**src/hw/hmsp_consts.vh**
```
`ifndef HMSP_CONSTS_VH
`define HMSP_CONSTS_VH
// byte values
`define HMSP_IDLE_BYTE      8'hFF
`define HMSP_RW_WRITE       1'h0
// i2c register map
`define HMSP_REG_STREAM     8'hFF
`define HMSP_REG_CNT_HI     8'hFD
`define HMSP_REG_CNT_LO     8'hFE
`define HMSP_PTR_RESET      8'hFF
// spi parser shut-off count
`define HMSP_FF_LIMIT       7'h32
// idle timeout figures
`define HMSP_IDLE_MS        2000
`define HMSP_CLK_KHZ        100000
`define HMSP_EXT_LIMIT      16'h1000
// pending indicator pin count
`define HMSP_PIN_COUNT      4
`endif

```
**src/hw/hmsp_port.v**
```verilog
// Contract
// - i2c writes feed parser, never registers
// - ack own address with read or write bit
// - single-byte write only sets pointer
// - select pin chooses spi or uart/i2c
// - spi peripheral only, msb first
// - spi full duplex, byte per byte
// - parser off after 50 0xFF bytes
// - spi out equals stream register read
// - pending pin active at threshold, polarity
// - pending indicator disabled after reset
// - bad pin choice zeroes indicator settings
// - two seconds silence idles the port
// - extended timeout waits for 4kB pending
// - stream register returns bytes or 0xFF
// - count registers report available bytes
// - pointer starts 0xFF, sticks at 0xFF
`timescale 1ns/1ps
`include "hmsp_consts.vh"
module hmsp_port #(
	parameter IDLE_CYCLES = `HMSP_IDLE_MS * `HMSP_CLK_KHZ, // two seconds
	parameter I2C_ADDR    = 7'h42                          // own address, arbitrary
)(
	input  wire        core_clk,      // system clock
	input  wire        sys_rst,       // sync reset, high
	input  wire        iface_sel,     // 0 spi, 1 uart/i2c
	input  wire        pin42_in,      // shared pin 42 level
	input  wire        pin43_in,      // shared pin 43 level
	input  wire        pin44_in,      // sda or chip select
	input  wire        pin45_in,      // scl or spi clock
	output reg         pin42_out,     // data out / uart tx
	output reg         pin42_oe,      // pin 42 enable
	output reg         pin44_out,     // sda drive (always low)
	output reg         pin44_oe,      // sda pull low
	output reg  [7:0]  rx_data,       // parser byte
	output reg         rx_valid,      // parser byte pulse
	input  wire        rx_ready,      // parser has space
	input  wire [7:0]  tx_data,       // pending output byte
	input  wire        tx_avail,      // output byte waiting
	output reg         tx_take,       // pop pulse
	input  wire [15:0] tx_count,      // pending bytes
	input  wire        uart_tx,       // uart tx from framer
	output reg         uart_rx,       // uart rx to framer
	input  wire        ind_cfg_we,    // pending_indicator_config write
	input  wire        ind_cfg_en,    // enable
	input  wire        ind_cfg_pol,   // 1 active high
	input  wire [1:0]  ind_cfg_pin,   // pin choice
	input  wire [15:0] ind_cfg_thr,   // threshold bytes
	input  wire [3:0]  pin_busy,      // pins used elsewhere
	input  wire        ext_timeout,   // extended timeout enable
	output reg         ind_en,        // readback enable
	output reg         ind_pol,       // readback polarity
	output reg  [15:0] ind_thr,       // readback threshold
	output reg  [3:0]  ind_pins,      // indicator pins
	output reg         port_idle,     // port idled
	output reg         parse_on       // spi parser active
);
////////////////////////////////////////////////////////////////////////////////
	// three-stage samplers on pins 43, 44 and 45
	reg [2:0] s44;  // sda / cs
	reg [2:0] s45;  // scl / sck
	reg [2:0] s43;  // sdi / rxd
	always @(posedge core_clk)
	begin
		if (sys_rst)
		begin
			s44 <= 3'h7;
			s45 <= 3'h7;
			s43 <= 3'h7;
		end
		else
		begin
			s44 <= {s44[1:0], pin44_in};
			s45 <= {s45[1:0], pin45_in};
			s43 <= {s43[1:0], pin43_in};
		end
	end
	// stable levels where stages two and three agree
	reg l44, l45, l43, p44, p45;
	always @(posedge core_clk)
	begin
		if (sys_rst)
		begin
			l44 <= 1'h1;
			l45 <= 1'h1;
			l43 <= 1'h1;
			p44 <= 1'h1;
			p45 <= 1'h1;
		end
		else
		begin
			if (s44[1] == s44[2]) l44 <= s44[2];
			if (s45[1] == s45[2]) l45 <= s45[2];
			if (s43[1] == s43[2]) l43 <= s43[2];
			p44 <= l44;
			p45 <= l45;
		end
	end
	wire rise45 = l45 & ~p45;
	wire fall45 = ~l45 & p45;
	wire spi_m  = ~iface_sel;
	wire cs_act = spi_m & ~l44;
	wire i2c_st = iface_sel & l45 & p44 & ~l44;                   // start
	wire i2c_sp = iface_sel & l45 & ~p44 & l44;                   // stop
////////////////////////////////////////////////////////////////////////////////
	// shift engine shared by spi and i2c
	localparam ST_IDLE = 2'h0, ST_ADDR = 2'h1, ST_DATA = 2'h2, ST_READ = 2'h3;
	reg [1:0]  st;       // i2c state
	reg [7:0]  sh;       // input shift
	reg [7:0]  osh;      // output shift
	reg [3:0]  bc;       // bit count
	reg        ackph;    // i2c ack slot
	reg [7:0]  ptr;      // i2c address pointer
	reg [7:0]  first;    // held newest data byte
	reg [1:0]  nbytes;   // data bytes so far, saturating
	reg [6:0]  ffcnt;    // consecutive 0xFF
	reg [31:0] idle_cnt; // cycles without transfer
	wire [7:0] sh_nx = {sh[6:0], spi_m ? l43 : l44};
	wire [7:0] stream_b = tx_avail ? tx_data : `HMSP_IDLE_BYTE;
	reg  [7:0] rd_b;
	always @*
	begin
		case (ptr)
			`HMSP_REG_STREAM: rd_b = stream_b;
			`HMSP_REG_CNT_HI: rd_b = tx_count[15:8];
			`HMSP_REG_CNT_LO: rd_b = tx_count[7:0];
			default:          rd_b = 8'h00;
		endcase
	end
	// main transfer process
	always @(posedge core_clk)
	begin
		rx_valid <= 1'h0;
		tx_take  <= 1'h0;
		if (sys_rst)
		begin
			st <= ST_IDLE;
			sh <= 8'h00;
			osh <= `HMSP_IDLE_BYTE;
			bc <= 4'h0;
			ackph <= 1'h0;
			ptr <= `HMSP_PTR_RESET;
			first <= 8'h00;
			nbytes <= 2'h0;
			ffcnt <= 7'h00;
			parse_on <= 1'h1;
			rx_data <= 8'h00;
			pin42_out <= 1'h1;
			pin42_oe <= 1'h0;
			pin44_out <= 1'h0;
			pin44_oe <= 1'h0;
			uart_rx <= 1'h1;
			idle_cnt <= 32'h0;
			port_idle <= 1'h0;
		end
		else
		begin
			uart_rx   <= iface_sel ? l43 : 1'h1;
			pin42_oe  <= spi_m ? cs_act : 1'h1;
			if (iface_sel)
				pin42_out <= uart_tx;
			else
				pin42_out <= osh[7];
			// idle timer, restarted by each rising clock edge of a transfer
			if (rise45 && (cs_act || st != ST_IDLE))
			begin
				idle_cnt <= 32'h0;
				port_idle <= 1'h0;
			end
			else if (idle_cnt >= IDLE_CYCLES - 1)
			begin
				// extended mode holds off until 4 kB pending
				if (!ext_timeout || tx_count >= `HMSP_EXT_LIMIT)
					port_idle <= 1'h1;
			end
			else
				idle_cnt <= idle_cnt + 32'h1;
			if (spi_m)
			begin
				pin44_oe <= 1'h0;
				st <= ST_IDLE;
				if (!cs_act)
				begin
					bc <= 4'h0;
					osh <= stream_b;
				end
				else if (rise45)
				begin
					sh <= sh_nx;
					if (bc == 4'h7)
					begin
						bc <= 4'h0;
						if (tx_avail) tx_take <= 1'h1;
						if (sh_nx == `HMSP_IDLE_BYTE)
						begin
							if (ffcnt != `HMSP_FF_LIMIT) ffcnt <= ffcnt + 7'h1;
							if (ffcnt + 7'h1 >= `HMSP_FF_LIMIT) parse_on <= 1'h0;
						end
						else
						begin
							ffcnt <= 7'h00;
							parse_on <= 1'h1;
						end
						if ((parse_on && !(ffcnt + 7'h1 >= `HMSP_FF_LIMIT &&
							sh_nx == `HMSP_IDLE_BYTE)) || sh_nx != `HMSP_IDLE_BYTE)
						begin
							rx_data <= sh_nx;
							rx_valid <= rx_ready;
						end
					end
					else
						bc <= bc + 4'h1;
				end
				else if (fall45 && bc != 4'h0)
					osh <= {osh[6:0], 1'h1};
				else if (fall45)
					osh <= tx_take ? stream_b : osh;
			end
			else if (i2c_st)
			begin
				st <= ST_ADDR;
				bc <= 4'h0;
				ackph <= 1'h0;
				nbytes <= 2'h0;
				pin44_oe <= 1'h0;
			end
			else if (i2c_sp)
			begin
				// a lone byte only moves the pointer
				if (st == ST_DATA && nbytes == 2'h1) ptr <= first;
				// flush the held last byte of a message write
				if (st == ST_DATA && nbytes == 2'h2)
				begin
					rx_data  <= first;
					rx_valid <= rx_ready;
				end
				st <= ST_IDLE;
				pin44_oe <= 1'h0;
			end
			else if (st != ST_IDLE && rise45 && !ackph)
			begin
				sh <= sh_nx;
				bc <= bc + 4'h1;
				if (st == ST_READ && bc == 4'h7) ackph <= 1'h1;
			end
			else if (st != ST_IDLE && fall45)
			begin
				if (ackph)
				begin
					ackph <= 1'h0;
					pin44_oe <= 1'h0;
					if (st == ST_READ)
					begin
						if (s44[2]) st <= ST_IDLE;                 // nack ends read
						else
						begin
							pin44_oe <= ~rd_b[7];
							osh <= {rd_b[6:0], 1'h1};
							if (ptr == `HMSP_REG_STREAM && tx_avail) tx_take <= 1'h1;
							if (ptr != `HMSP_REG_STREAM) ptr <= ptr + 8'h1;
						end
					end
				end
				else if (bc == 4'h8)
				begin
					bc <= 4'h0;
					if (st == ST_ADDR)
					begin
						if (sh[7:1] == I2C_ADDR)
						begin
							ackph <= 1'h1;
							pin44_oe <= 1'h1;
							st <= (sh[0] == `HMSP_RW_WRITE) ? ST_DATA : ST_READ;
						end
						else
							st <= ST_IDLE;
					end
					else if (st == ST_DATA)
					begin
						ackph <= 1'h1;
						pin44_oe <= rx_ready;
						// held byte reaches only the parser, newest is held
						if (nbytes != 2'h0)
						begin
							rx_data <= first;
							rx_valid <= rx_ready;
						end
						first <= sh;
						if (nbytes != 2'h2)
							nbytes <= nbytes + 2'h1;
					end
				end
				else if (st == ST_READ)
				begin
					pin44_oe <= ~osh[7];
					osh <= {osh[6:0], 1'h1};
				end
			end
		end
	end
////////////////////////////////////////////////////////////////////////////////
	// pending indicator configuration and pins
	reg [1:0] ind_sel; // chosen pin
	genvar g;
	generate
		for (g = 0; g < `HMSP_PIN_COUNT; g = g + 1)
		begin : g_ind
			always @(posedge core_clk)
			begin
				if (sys_rst)
					ind_pins[g] <= 1'h0;
				else if (ind_en && ind_sel == g)
					ind_pins[g] <= ((tx_count >= ind_thr) && tx_avail) ~^ ind_pol;
				else
					ind_pins[g] <= 1'h0;
			end
		end
	endgenerate
	// configuration capture with pin validity check
	always @(posedge core_clk)
	begin
		if (sys_rst)
		begin
			ind_en  <= 1'h0;
			ind_pol <= 1'h0;
			ind_thr <= 16'h0000;
			ind_sel <= 2'h0;
		end
		else if (ind_cfg_we)
		begin
			if (ind_cfg_en && !pin_busy[ind_cfg_pin])
			begin
				ind_en  <= 1'h1;
				ind_pol <= ind_cfg_pol;
				ind_thr <= ind_cfg_thr;
				ind_sel <= ind_cfg_pin;
			end
			else
			begin
				ind_en  <= 1'h0;
				ind_pol <= 1'h0;
				ind_thr <= 16'h0000;
				ind_sel <= 2'h0;
			end
		end
	end
endmodule // hmsp_port

```
**config.mk**
```make
export PLATFORM = sky130hd
export DESIGN_NAME = hmsp_port
export DESIGN_NICKNAME = d
export VERILOG_FILES = /design/src/hw/hmsp_port.v
export VERILOG_INCLUDE_DIRS = /design/src /design/src/hw
export SDC_FILE = /design/constraint.sdc
export NUM_CORES = 1
export LEC_CHECK = 0
export BUFFER_PORTS_ARGS = -buffer_cell sky130_fd_sc_hd__buf_2
export CORE_AREA = 5 5 171 132
export CTS_CLUSTER_DIAMETER = 200
export DETAILED_ROUTE_END_ITERATION = 8
export DIE_AREA = 0 0 176 137
export PLACE_DENSITY = 0.51
export SLEW_MARGIN = 20
export SYNTH_ARGS = -nofsm -noshare
export SYNTH_HDL_FRONTEND = slang
export SYNTH_SLANG_ARGS = --single-unit
```
**constraint.sdc**
```tcl
create_clock -name core_clk -period 3 [get_ports core_clk]
set_clock_uncertainty 0.15 [all_clocks]
set_input_delay 0.45 -clock core_clk [delete_from_list [all_inputs] [get_ports core_clk]]
set_output_delay 0.45 -clock core_clk [all_outputs]
set_load 0.1 [all_outputs]
```
After elaboration in Yosys (flattened, before gate mapping)
Cells that the tools add are included.
{"block": "classes", "muxes": 135, "n_addsub": 5, "n_bitwise": 25, "n_reduce_logical": 68, "n_eq_ne": 63, "order_cmp": 5}
{"op": "8-bit two-way mux", "n": 45}
{"op": "1-bit two-way mux", "n": 59}
{"op": "4-bit two-way mux", "n": 10}
{"op": "32-bit by 1-bit adder with 32-bit output, second input constant", "n": 1}
{"op": "8-bit equality test, second input constant", "n": 4}
{"op": "32-bit by 28-bit greater-or-equal comparator with 1-bit output, second input constant", "n": 1}
{"op": "2-bit two-way mux", "n": 16}
{"op": "2-bit nonzero test", "n": 16}
{"op": "3-bit != test, second input constant", "n": 9}
{"op": "9-bit AND reduction", "n": 3}
{"op": "5-bit AND reduction", "n": 5}
{"op": "4-bit by 3-bit != test with 1-bit output, second input constant", "n": 6}
{"op": "8-bit one-hot mux with 3 select lines", "n": 1}
{"op": "2-bit != test, second input constant", "n": 10}
{"op": "1-bit logical AND", "n": 17}
{"op": "16-bit by 13-bit greater-or-equal comparator with 1-bit output, second input constant", "n": 1}
{"op": "16-bit greater-or-equal comparator", "n": 1}
{"op": "16-bit two-way mux", "n": 1}
{"op": "2-bit by 1-bit != test with 1-bit output, second input constant", "n": 8}
{"op": "8-bit != test, second input constant", "n": 2}
{"op": "1-bit NOT", "n": 16}
{"op": "7-bit two-way mux", "n": 2}
{"op": "13-bit AND reduction", "n": 1}
{"op": "3-bit by 1-bit != test with 1-bit output, second input constant", "n": 4}
{"op": "other kinds (30)", "n": 62}
{"block": "totals", "inputBits": 60, "output_inout_bits": 39, "ff_bits": 134, "wordCells": 337}

Logic depth before layout (Yosys ltp)
Gate-level depths: netlist of the first run.
{"block": "logic_depth", "word_depth": 11, "depth_mapped": 9, "mapped_depth_nobuf": 8}

Least setup slack after synthesis of the first run
Ideal clock, no wire load.
{"block": "synth_timing", "path_type": "register to register", "from": "register ind_thr[0]", "to": "register ind_pins[0]", "period_less_slack_ns": 2.726, "path_stages_with_launch": 8, "setup_time_ns": 0.133, "t_required_ns": 2.717, "path_slack_ns": 0.274, "n_path_buf": 0, "arrival_ns": 2.443, "cell_sequence": "dfxtp_1 -> ha_1 -> nand2b_1 -> a211oi_1 -> o21ai_0 -> a211oi_1 -> mux2i_1 -> a211oi_1"}
{"block": "synth_via", "elab_chain_len": 3}
{"element": "start: declaration", "line": "hmsp_port.v:53", "source": "output reg [15:0] ind_thr,"}
{"element": "start signal: assignment", "line": "hmsp_port.v:335", "source": "ind_thr <= ind_cfg_thr;"}
{"element": "16-bit greater-or-equal comparator", "line": "hmsp_port.v:313", "source": "ind_pins[g] <= ((tx_count >= ind_thr) && tx_avail) ~^ ind_pol;"}
{"element": "1-bit logical AND", "line": "hmsp_port.v:313"}
{"element": "1-bit XNOR", "line": "hmsp_port.v:313"}
{"element": "end signal: indexed assignment", "line": "hmsp_port.v:313"}
{"element": "end: declaration", "line": "hmsp_port.v:54", "source": "output reg [3:0] ind_pins,"}
No other way between the ends.
A chain may end at the register's enable or synchronous reset.

Worst setup path after layout of the first run
{"block": "layout_timing", "from": "register ffcnt[0]", "to": "register rx_data[0]"}
{"block": "layout_via", "elab_chain_len": 8}
{"element": "start: declaration", "line": "hmsp_port.v:116", "source": "reg [6:0] ffcnt;"}
{"element": "start signal: assignment", "line": "hmsp_port.v:196", "source": "if (ffcnt != `HMSP_FF_LIMIT) ffcnt <= ffcnt + 7'h1;"}
{"element": "7-bit by 1-bit adder with 7-bit output", "line": "hmsp_port.v:204", "source": "if ((parse_on && !(ffcnt + 7'h1 >= `HMSP_FF_LIMIT &&"}
{"element": "7-bit by 6-bit greater-or-equal comparator with 1-bit output (no source line)"}
{"element": "1-bit logical AND (no source line)"}
{"element": "1-bit zero test", "line": "hmsp_port.v:204"}
{"element": "1-bit logical AND", "line": "hmsp_port.v:204"}
{"element": "1-bit logical OR (no source line)"}
{"element": "2-bit nonzero test (no source line)"}
{"element": "13-bit AND reduction (no source line)"}
{"element": "end signal: assignment", "line": "hmsp_port.v:207", "source": "rx_data <= sh_nx;"}
{"element": "end signal: assignment", "line": "hmsp_port.v:234", "source": "rx_data <= first;"}
{"element": "end signal: assignment", "line": "hmsp_port.v:285", "source": "rx_data <= first;"}
{"element": "end: declaration", "line": "hmsp_port.v:35", "source": "output reg [7:0] rx_data,"}
No other way between the ends.

==> results.md, run 1 <==
- Critical path buffers and inverters: 1
- Endpoint type of the worst setup path: flip-flop
- CP required: around 3200 ps
- Distinct cell type count after synthesis: 67
- Share of cells above drive strength 1: 20.2%
- Syn Inst Count: 821
- Synthesized area: about 6900 sq um
- Antenna cells: 0
- Rel. slew slack: between 40% and 50%
- First-pass GRT wire length: 29.7 mm
- Routed length per instance: 15.3 um
- Hold Path Sink: s43[0]$_SDFF_PP1_
- Final setup TNS: 0 ps
- Cell Rows: 46
- Final WL: 18.3 mm
- Sinks on Clock Net: 134
- Fin cells: 1194
- Worst EP arrival: 2910 ps
- Seq cells post-synth: 134
- Chip width: 176 um
- Placed cells: between 1000 and 1500
- Commonest cells in the netlist: dfxtp_1, a21oi_1, nor2_1
- Gate power share: 8.9%
- Starting Density: 33.2%
- Synth Flop Type: dfxtp_1
- Grt ovf: 0
- RSZ-0062 raised after global routing: false
- Initial DRC Count: 380
- CTS buffer count: 17
- Total power: 4.21 mW
- Critical path class: reg -> reg
- Leakage power: 3.38 nW
- Most common cell in the netlist: dfxtp_1
- Startpoint Class: flip-flop
- Met1 GRT Util: 22.3%
- Internal: 3.15 mW
- Full die area: 24100 sq um
- IO Port Bufs: 96
- Synth area leaders: dfxtp_1, a21oi_1, ha_1
- MaxCap Viol Count: 0
- Final HPWL DP: 13.1 mm
- Layout fillers: about 2100
- Largest net degree at the start of global routing: 41
- Max Slew Vio Count: 0
- RR Endpoint: rx_data[0]$_SDFFE_PP0P_
- Met3 usage: under 10%
- Clock Path Buffers: 2
- Hold path cells: 2
- CTS tree: yes
- H-tree depth: 4
- Hold Path Class: in -> reg
- Switching pwr: 1.06 mW
- Hold wc startpoint: pin43_in
- Post-CTS setup buffer count: 0
- Skew-Pair Late Insertion Delay: 420 ps
- Routability cong.: 0.779
- Synth Warn #: 0
- Async SR Flop Fraction: 0%
- Post-Syn Nets: 909
- Post-synth EDFFs: 0
- DRC: 0
- CTS Hold Buffers Added: 0
- Cell breakdown of the critical path: inv_1 -> ha_1 -> nand2b_1 -> or4_1 -> and3_1 -> a211oi_1 -> o31ai_2 -> a221oi_1
- Post-synth top area share: between 30% and 40%
- Die height: 137 um
- Core area: 20700 sq um
- Syn Area/Cell: 8.37 sq um
- Fmax: 364 MHz
- Period utilisation layout: 91.6%
- Post-synthesis sequential area ratio: 39.0%
- Worst R2R Setup Slack: roughly 250 ps
- Outcome: finished clean
- Period minus WS final: 2750 ps
- Max FO, Critical Path: 9
- Num ports: roughly 100
- Least-Margin Pin Slew: 886 ps
- R2R depth: 8
- Power Dens Cells: 509 nW/um^2
- Routed vias: just over 6000
- Crit Reg-Reg Startpoint: ffcnt[0]$_SDFFE_PP0P_
- Clock-pin slew on the worst setup and hold paths: 60 ps
- DRT antenna net count: 0
- Layout Utilization: around two fifths
- Cell taking the most area after synthesis: dfxtp_1
- Clock power share: 47.5%
- Area growth syn-to-layout: 20.6%
- Drt via density: 5.20
- All-Layer GR Usage: 15.1%
- Post-cts resize count: 0
- Number of global-route vias before repair: 5729
- Slowest stage cell, crit path: or4_1
- Max IR drop VDD: 0.357 mV
- Busiest grt layer: met2
- Endpoints failing hold: 0
- Sw Share: 25.2%
- M2 GR Usage: approximately 22%
- Initial antenna violation count: 0
- CP Depth: 8
- Family with the most delay on the worst path: compound AO/OA/AOI/OAI gates
- Slowest stage delay, CP: 470 ps
- Flop pwr share: around 44%
- DRT Pass-1 Iters: 5
- CTS Root Cell: clkbuf_16
- Final setup viols: 0
- Fin nets: around 1000
## routing by layer
layer  vias up  share of wire, %
li1       3212                 -
met1      2866                53
met2       119                42
met3         7               4.5
met4         0              0.59
met5         -                 0
## worst max path at each step
stage                                  startpoint                 endpoint
after floorplan           ind_thr[0]$_SDFFE_PP0P_   ind_pins[0]$_SDFF_PP0_
after detailed placement    ffcnt[0]$_SDFFE_PP0P_  rx_data[6]$_SDFFE_PP0P_
after global routing        ffcnt[0]$_SDFFE_PP0P_  rx_data[6]$_SDFFE_PP0P_
final                       ffcnt[0]$_SDFFE_PP0P_  rx_data[0]$_SDFFE_PP0P_
after global placement      ffcnt[0]$_SDFFE_PP0P_  rx_data[6]$_SDFFE_PP0P_
after CTS                   ffcnt[0]$_SDFFE_PP0P_  rx_data[0]$_SDFFE_PP0P_
## metrics by stage
step / setup WS [ps] / area [sq um] / hold WS, ps
after floorplan: 274 / 6870 / 239
after global placement: 318 / 7720 / 249
after detailed placement: 267 / 7720 / 247
after CTS: 248 / 8280 / 53.4
after global routing: 17.3 / 8290 / 60.2
final: 253 / 8290 / 67.9
## state kept, by name, indices dropped and copies added, names as in the netlist, 2 cells and up
name / flops
ffcnt: 7
osh: 8
bc: 4
idle_cnt: 32
first: 8
st: 2
s43: 3
ind_thr: 16
nbytes: 2
ind_sel: 2
ptr: 8
sh: 8
ind_pins: 4
s44: 3
rx_data: 8
s45: 3
## area by class of cell
cell class | instances | area, sq um | area share [%]
clock buffers | 24 | 492 | 5.93
clock inverters | 7 | 71.3 | 0.861
inverters | 44 | 165 | 1.99
multi-input cells | 598 | 3860 | 46.6
flip-flops and latches | 134 | 2680 | 32.4
well taps | 264 | 330 | 3.99
repair buffers | 123 | 683 | 8.25
## cell families (layout without fill, tap and decap cells)
group | after synthesis | in the layout | share of synthesized area (%)
AND/OR/NAND/NOR | 293 | 293 | 23.3
AO/OA/AOI/OAI | 241 | 241 | 22.3
flip-flops | 134 | 134 | 39.0
buffers and inverters | 89 | 198 | 5.04
multiplexers | 31 | 31 | 4.68
adder cells (fa/ha/maj) | 28 | 28 | 5.10
XOR/XNOR | 4 | 4 | 0.510
other | 1 | 1 | 0.0546
## layout by cell type, fill, tap and decap left out, types with 7 or more instances in the layout
master       n
buf_2       96
nand3_1     19
and2_1       8
buf_4       27
and3_1       9
clkbuf_16   17
dfxtp_1    134
o21bai_1     9
a22o_1      19
nand2_1     44
a222oi_1     8
mux2i_1     22
ha_1        28
a21oi_1     71
nor3_1      14
o21ai_0     64
or4_1        7
nor2_1      71
o221ai_1     7
or3_1       26
nand2b_1    25
nand4_1     19
mux2_2       9
or2_2       13
a211oi_1    12
inv_1       43
a31oi_1      8
a221oi_1     8
## power by group through the flow
stage	registers [mW]	clock network [mW]	logic, mW
after global routing	1.84	2.13	0.411
after floorplan	1.99	0	0.152
final	1.84	2.00	0.376
after CTS	1.83	2.06	0.380
after global placement	1.87	0	0.376
after detailed placement	1.87	0	0.377
Note: power is estimated with default switching activity, not from simulation.
==> inputs of run 2 (changes only) <==
--- a/config.mk
+++ b/config.mk
@@ -8,7 +8,8 @@
 export LEC_CHECK = 0
+export ABC_AREA = 1
 export BUFFER_PORTS_ARGS = -buffer_cell sky130_fd_sc_hd__buf_2
-export CORE_AREA = 5 5 171 132
+export CORE_AREA = 5 5 178 137
 export CTS_CLUSTER_DIAMETER = 200
 export DETAILED_ROUTE_END_ITERATION = 8
-export DIE_AREA = 0 0 176 137
+export DIE_AREA = 0 0 183 142
 export PLACE_DENSITY = 0.51
==> constraint.sdc (replaced) <==
create_clock -name core_clk -period 3 [get_ports core_clk]
set_clock_uncertainty 0.15 [all_clocks]
set_input_delay 0 -clock core_clk [delete_from_list [all_inputs] [get_ports core_clk]]
set_output_delay 0 -clock core_clk [all_outputs]
set_load 0.1 [all_outputs]
==> results.md, run 2 <==
- Max Slew Vio Count: 0 (unchanged)
- Endpoint type of the worst setup path: flip-flop
- MaxCap Viol Count: 0 (unchanged)
- IO Port Bufs: 96 (unchanged)
- Skew-Pair Late Insertion Delay: 420 ps (about the same)
- Final setup TNS: 0 ps (unchanged)
- Top cell by count, worst path: nand2_1
- Switching pwr: 1.15 mW (+8.3%)
- Slowest stage cell, crit path: dlygate4sd3_1
- Rel. slew slack: 47.3% (+6.8 points)
- Largest net degree at the start of global routing: 48 (+17%)
- Synth area leaders: dfxtp_1, nand2_1, inv_1
- Commonest cells in the netlist: nand2_1, inv_1, dfxtp_1
- Dpl ws: 736 ps (+469 ps)
- Commonest non-fill, non-tap cell in the layout: nand2_1
- Commonest non-fill, non-tap cells in the layout: nand2_1, inv_1, dfxtp_1, nor2_1, buf_2
- CTS buffer count: 17 (unchanged)
- Syn Area/Cell: 6.70 sq um (-20%)
- Slowest stage delay, CP: 570 ps (+100 ps)
- Final WL: 21.2 mm (+16%)
- Chip width: 183 um (+4.0%)
- All-Layer GR Usage: 16.5% (+1.4 points)
- Synth Warn #: 0 (unchanged)
- Fmax: 356 MHz (-2.2%)
- Final setup viols: 0 (unchanged)
- Flop pwr share: 41.1% (-2.5 points)
- CTS Root Cell: clkbuf_16
- Async SR Flop Fraction: 0% (unchanged)
- Cell Rows: 48 (+4.3%)
- Starting Density: 33.3% (+0.10 points)
- Total power: 4.49 mW (+6.5%)
- RSZ-0062 raised after global routing: false
- Clock power share: 48.3% (+0.8 points)
- Biggest register: idle_cnt
- Core area: 22500 sq um (+8.7%)
- Max IR drop VDD: 0.385 mV (+8.0%)
- Clock Path Buffers: 2 (unchanged)
- Number of global-route vias before repair: 7045 (+23%)
- Num ports: 99 (unchanged)
- DRT Pass-1 Iters: 4 (-1)
- Max FFs per register: 32 (unchanged)
- Max FO, Critical Path: 7 (-2)
- First-pass GRT wire length: 35.2 mm (+18%)
- Routed length per instance: 13.3 um (-13%)
- H-tree depth: 4 (unchanged)
- CP required: 3170 ps (about the same)
- Drt via density: 4.67 (-10%)
- Post-synth top area share: 35.8% (-3.2 points)
- Startpoint Class: flip-flop
- Cell breakdown of the critical path: inv_1 -> ha_1 -> inv_1 -> nor2_1 -> nand2_1 -> inv_2 -> nand2_1 -> nand2_1 -> dlygate4sd3_1 -> o21ai_0 -> dlygate4sd3_1 -> nand2_1 -> nand2_1 -> nand2_1
- Seq cells post-synth: 134 (unchanged)
- Most common cell in the netlist: nand2_1
- Worst EP arrival: 2980 ps (+70 ps)
- Period utilisation layout: 93.6% (+2.1 points)
- Syn Inst Count: 1118 (+36%)
- Gate power share: 10.6% (+1.7 points)
- Final HPWL DP: 15.2 mm (+16%)
- Clock-pin slew on the worst setup and hold paths: 60 ps (about the same)
- Leakage power: 4.20 nW (+24%)
- Period minus WS final: 2810 ps (+62.4 ps)
- Routability cong.: 0.869 (+12%)
- Post-synthesis sequential area ratio: 35.8% (-3.2 points)
- DRC: 0 (unchanged)
- Initial DRC Count: 446 (+17%)
- Initial antenna violation count: 1 (+1)
- Area of the multi-input gates: 4070 sq um (+5.4%)
- Post-Syn Nets: 1206 (+33%)
- Share of cells above drive strength 1: 13.9% (-6.3 points)
- Synthesized area: 7490 sq um (+9.0%)
- Power Dens Cells: 464 nW/um^2 (-8.8%)
- Internal: 3.34 mW (+5.9%)
- Sinks on Clock Net: 134 (unchanged)
- Hold Path Class: in -> reg
- Layout Utilization: 42.9% (+3.0 points)
- Cell taking the most area after synthesis: dfxtp_1
- Antenna cells: 0 (unchanged)
- Grt ovf: 0 (unchanged)
- Final worst slack: 191 ps (-62.4 ps)
- Register area: 2680 sq um (about the same)
- Critical path class: reg -> reg
- Synth Flop Type: dfxtp_1
- Routed vias: 7485 (+21%)
- Area growth syn-to-layout: 29.1%
- Post-synth EDFFs: 0 (unchanged)
- Fin nets: 1377 (+37%)
- Layout fillers: 2387 (+12%)
- Least-Margin Pin Slew: 788 ps (-98.3 ps)
- Post-CTS setup buffer count: 0 (unchanged)
- Distinct cell type count after synthesis: 43 (-36%)
- Placed inst area: 8270 sq um (+7.1%)
- CTS tree: yes
- Top Registers: idle_cnt x32, ind_thr x16
- Die height: 142 um (+3.6%)
- Endpoints failing hold: 0 (unchanged)
- DRT antenna net count: 0 (unchanged)
- Design area: 9670 sq um (+17%)
- Full die area: 26000 sq um (+7.8%)
- Outcome: finished clean
- Sw Share: 25.7% (+0.43 points)
[run 2: changes by cell type in the layout (fill, tap and decap cells not counted), moves of 16 or more]
| cell | previous run | this run |
|---|---|---|
| nand2_1 | 44 | 303 |
| inv_1 | 43 | 142 |
| nand2b_1 | 25 | 0 |
| nand3_1 | 19 | 59 |
| mux2i_1 | 22 | 0 |
| or3_1 | 26 | 1 |
| dlygate4sd3_1 | 0 | 79 |
| nor2_1 | 71 | 106 |
| a21oi_1 | 71 | 87 |
| nor3_1 | 14 | 30 |
| a22o_1 | 19 | 0 |
[run 2: power groups by stage]
stage	clock network (mW)	logic, mW	registers [mW]
floorplan	0	0.188	1.99
global placement	0	0.409	1.88
detailed placement	0	0.410	1.88
CTS	2.23	0.475	1.84
global route	2.31	0.525	1.85
finish	2.17	0.474	1.84
[run 2: cell type report]
type                    count  area share, %
repair buffers            188           14.3
inverters                 147           5.71
flip-flops and latches    134           27.8
multi-input cells         801           42.1
clock inverters            12           1.57
well taps                 300           3.88
clock buffers              20           4.72
[run 2: layer usage]
| metal | vias to the layer above | GRT usage, % | routed length [um] |
|---|---|---|---|
| li1 | 3970 | - | - |
| met5 | - | 0 | 7 |
| met3 | 18 | 4.50 | 1020 |
| met1 | 3345 | 23.7 | 11200 |
| met4 | 2 | 3.92 | 185 |
| met2 | 150 | 24.5 | 8850 |
[run 2: worst paths after layout]
check	startpoint	slack [ps]	to	cells after the start
worst max register to register	ptr[1]$_SDFFE_PP1P_	190	osh[5]$_SDFFE_PP1P_	14
worst min-delay path	pin_busy[1]	80	ind_en$_SDFFE_PP0P_	5
worst max-delay path	ptr[1]$_SDFFE_PP1P_	190	osh[5]$_SDFFE_PP1P_	14
worst min register to register	s45[0]$_SDFF_PP1_	260	s45[1]$_SDFF_PP1_	1
[run 2: through the flow]
step | std cells | hold WS (ps)
4_1_cts | 1602 | 55.8
3_5_place_dp | 1491 | 37.1
2_1_floorplan | 1118 | -46.2
6_report | 1602 | 84.1
3_3_place_gp | 1491 | 35.9
5_1_grt | 1602 | 127
[run 2: logic make-up after synthesis]
| family | after synthesis | synth area share, % |
|---|---|---|
| and+or+nand+nor | 539 | 30.4 |
| AOI/OAI and AO/OA | 208 | 16.2 |
| buffers and inverters | 183 | 9.90 |
| other | 1 | 0.0501 |
| adders and majority gates | 29 | 4.81 |
| DFF | 134 | 35.8 |
| xor gates and xnor gates | 24 | 2.81 |
[run 2: critical path, delay by kind of cell (launching register included)]
kind | cells | cell delay [ps]
adder cells (fa/ha/maj) | 1 | 180
AND/OR/NAND/NOR | 7 | 480
AO/OA/AOI/OAI | 1 | 150
buffers and inverters | 5 | 1380
flip-flops | 1 | 380
[run 2: what timing repair did]
| item | CTS | global route |
|---|---|---|
| hold buffers | 79 | 0 |
| gates resized for setup | 0 | 4 |
| endpoints found under the setup margin | 0 | 4 |
| endpoints found under the hold margin | 42 | 0 |
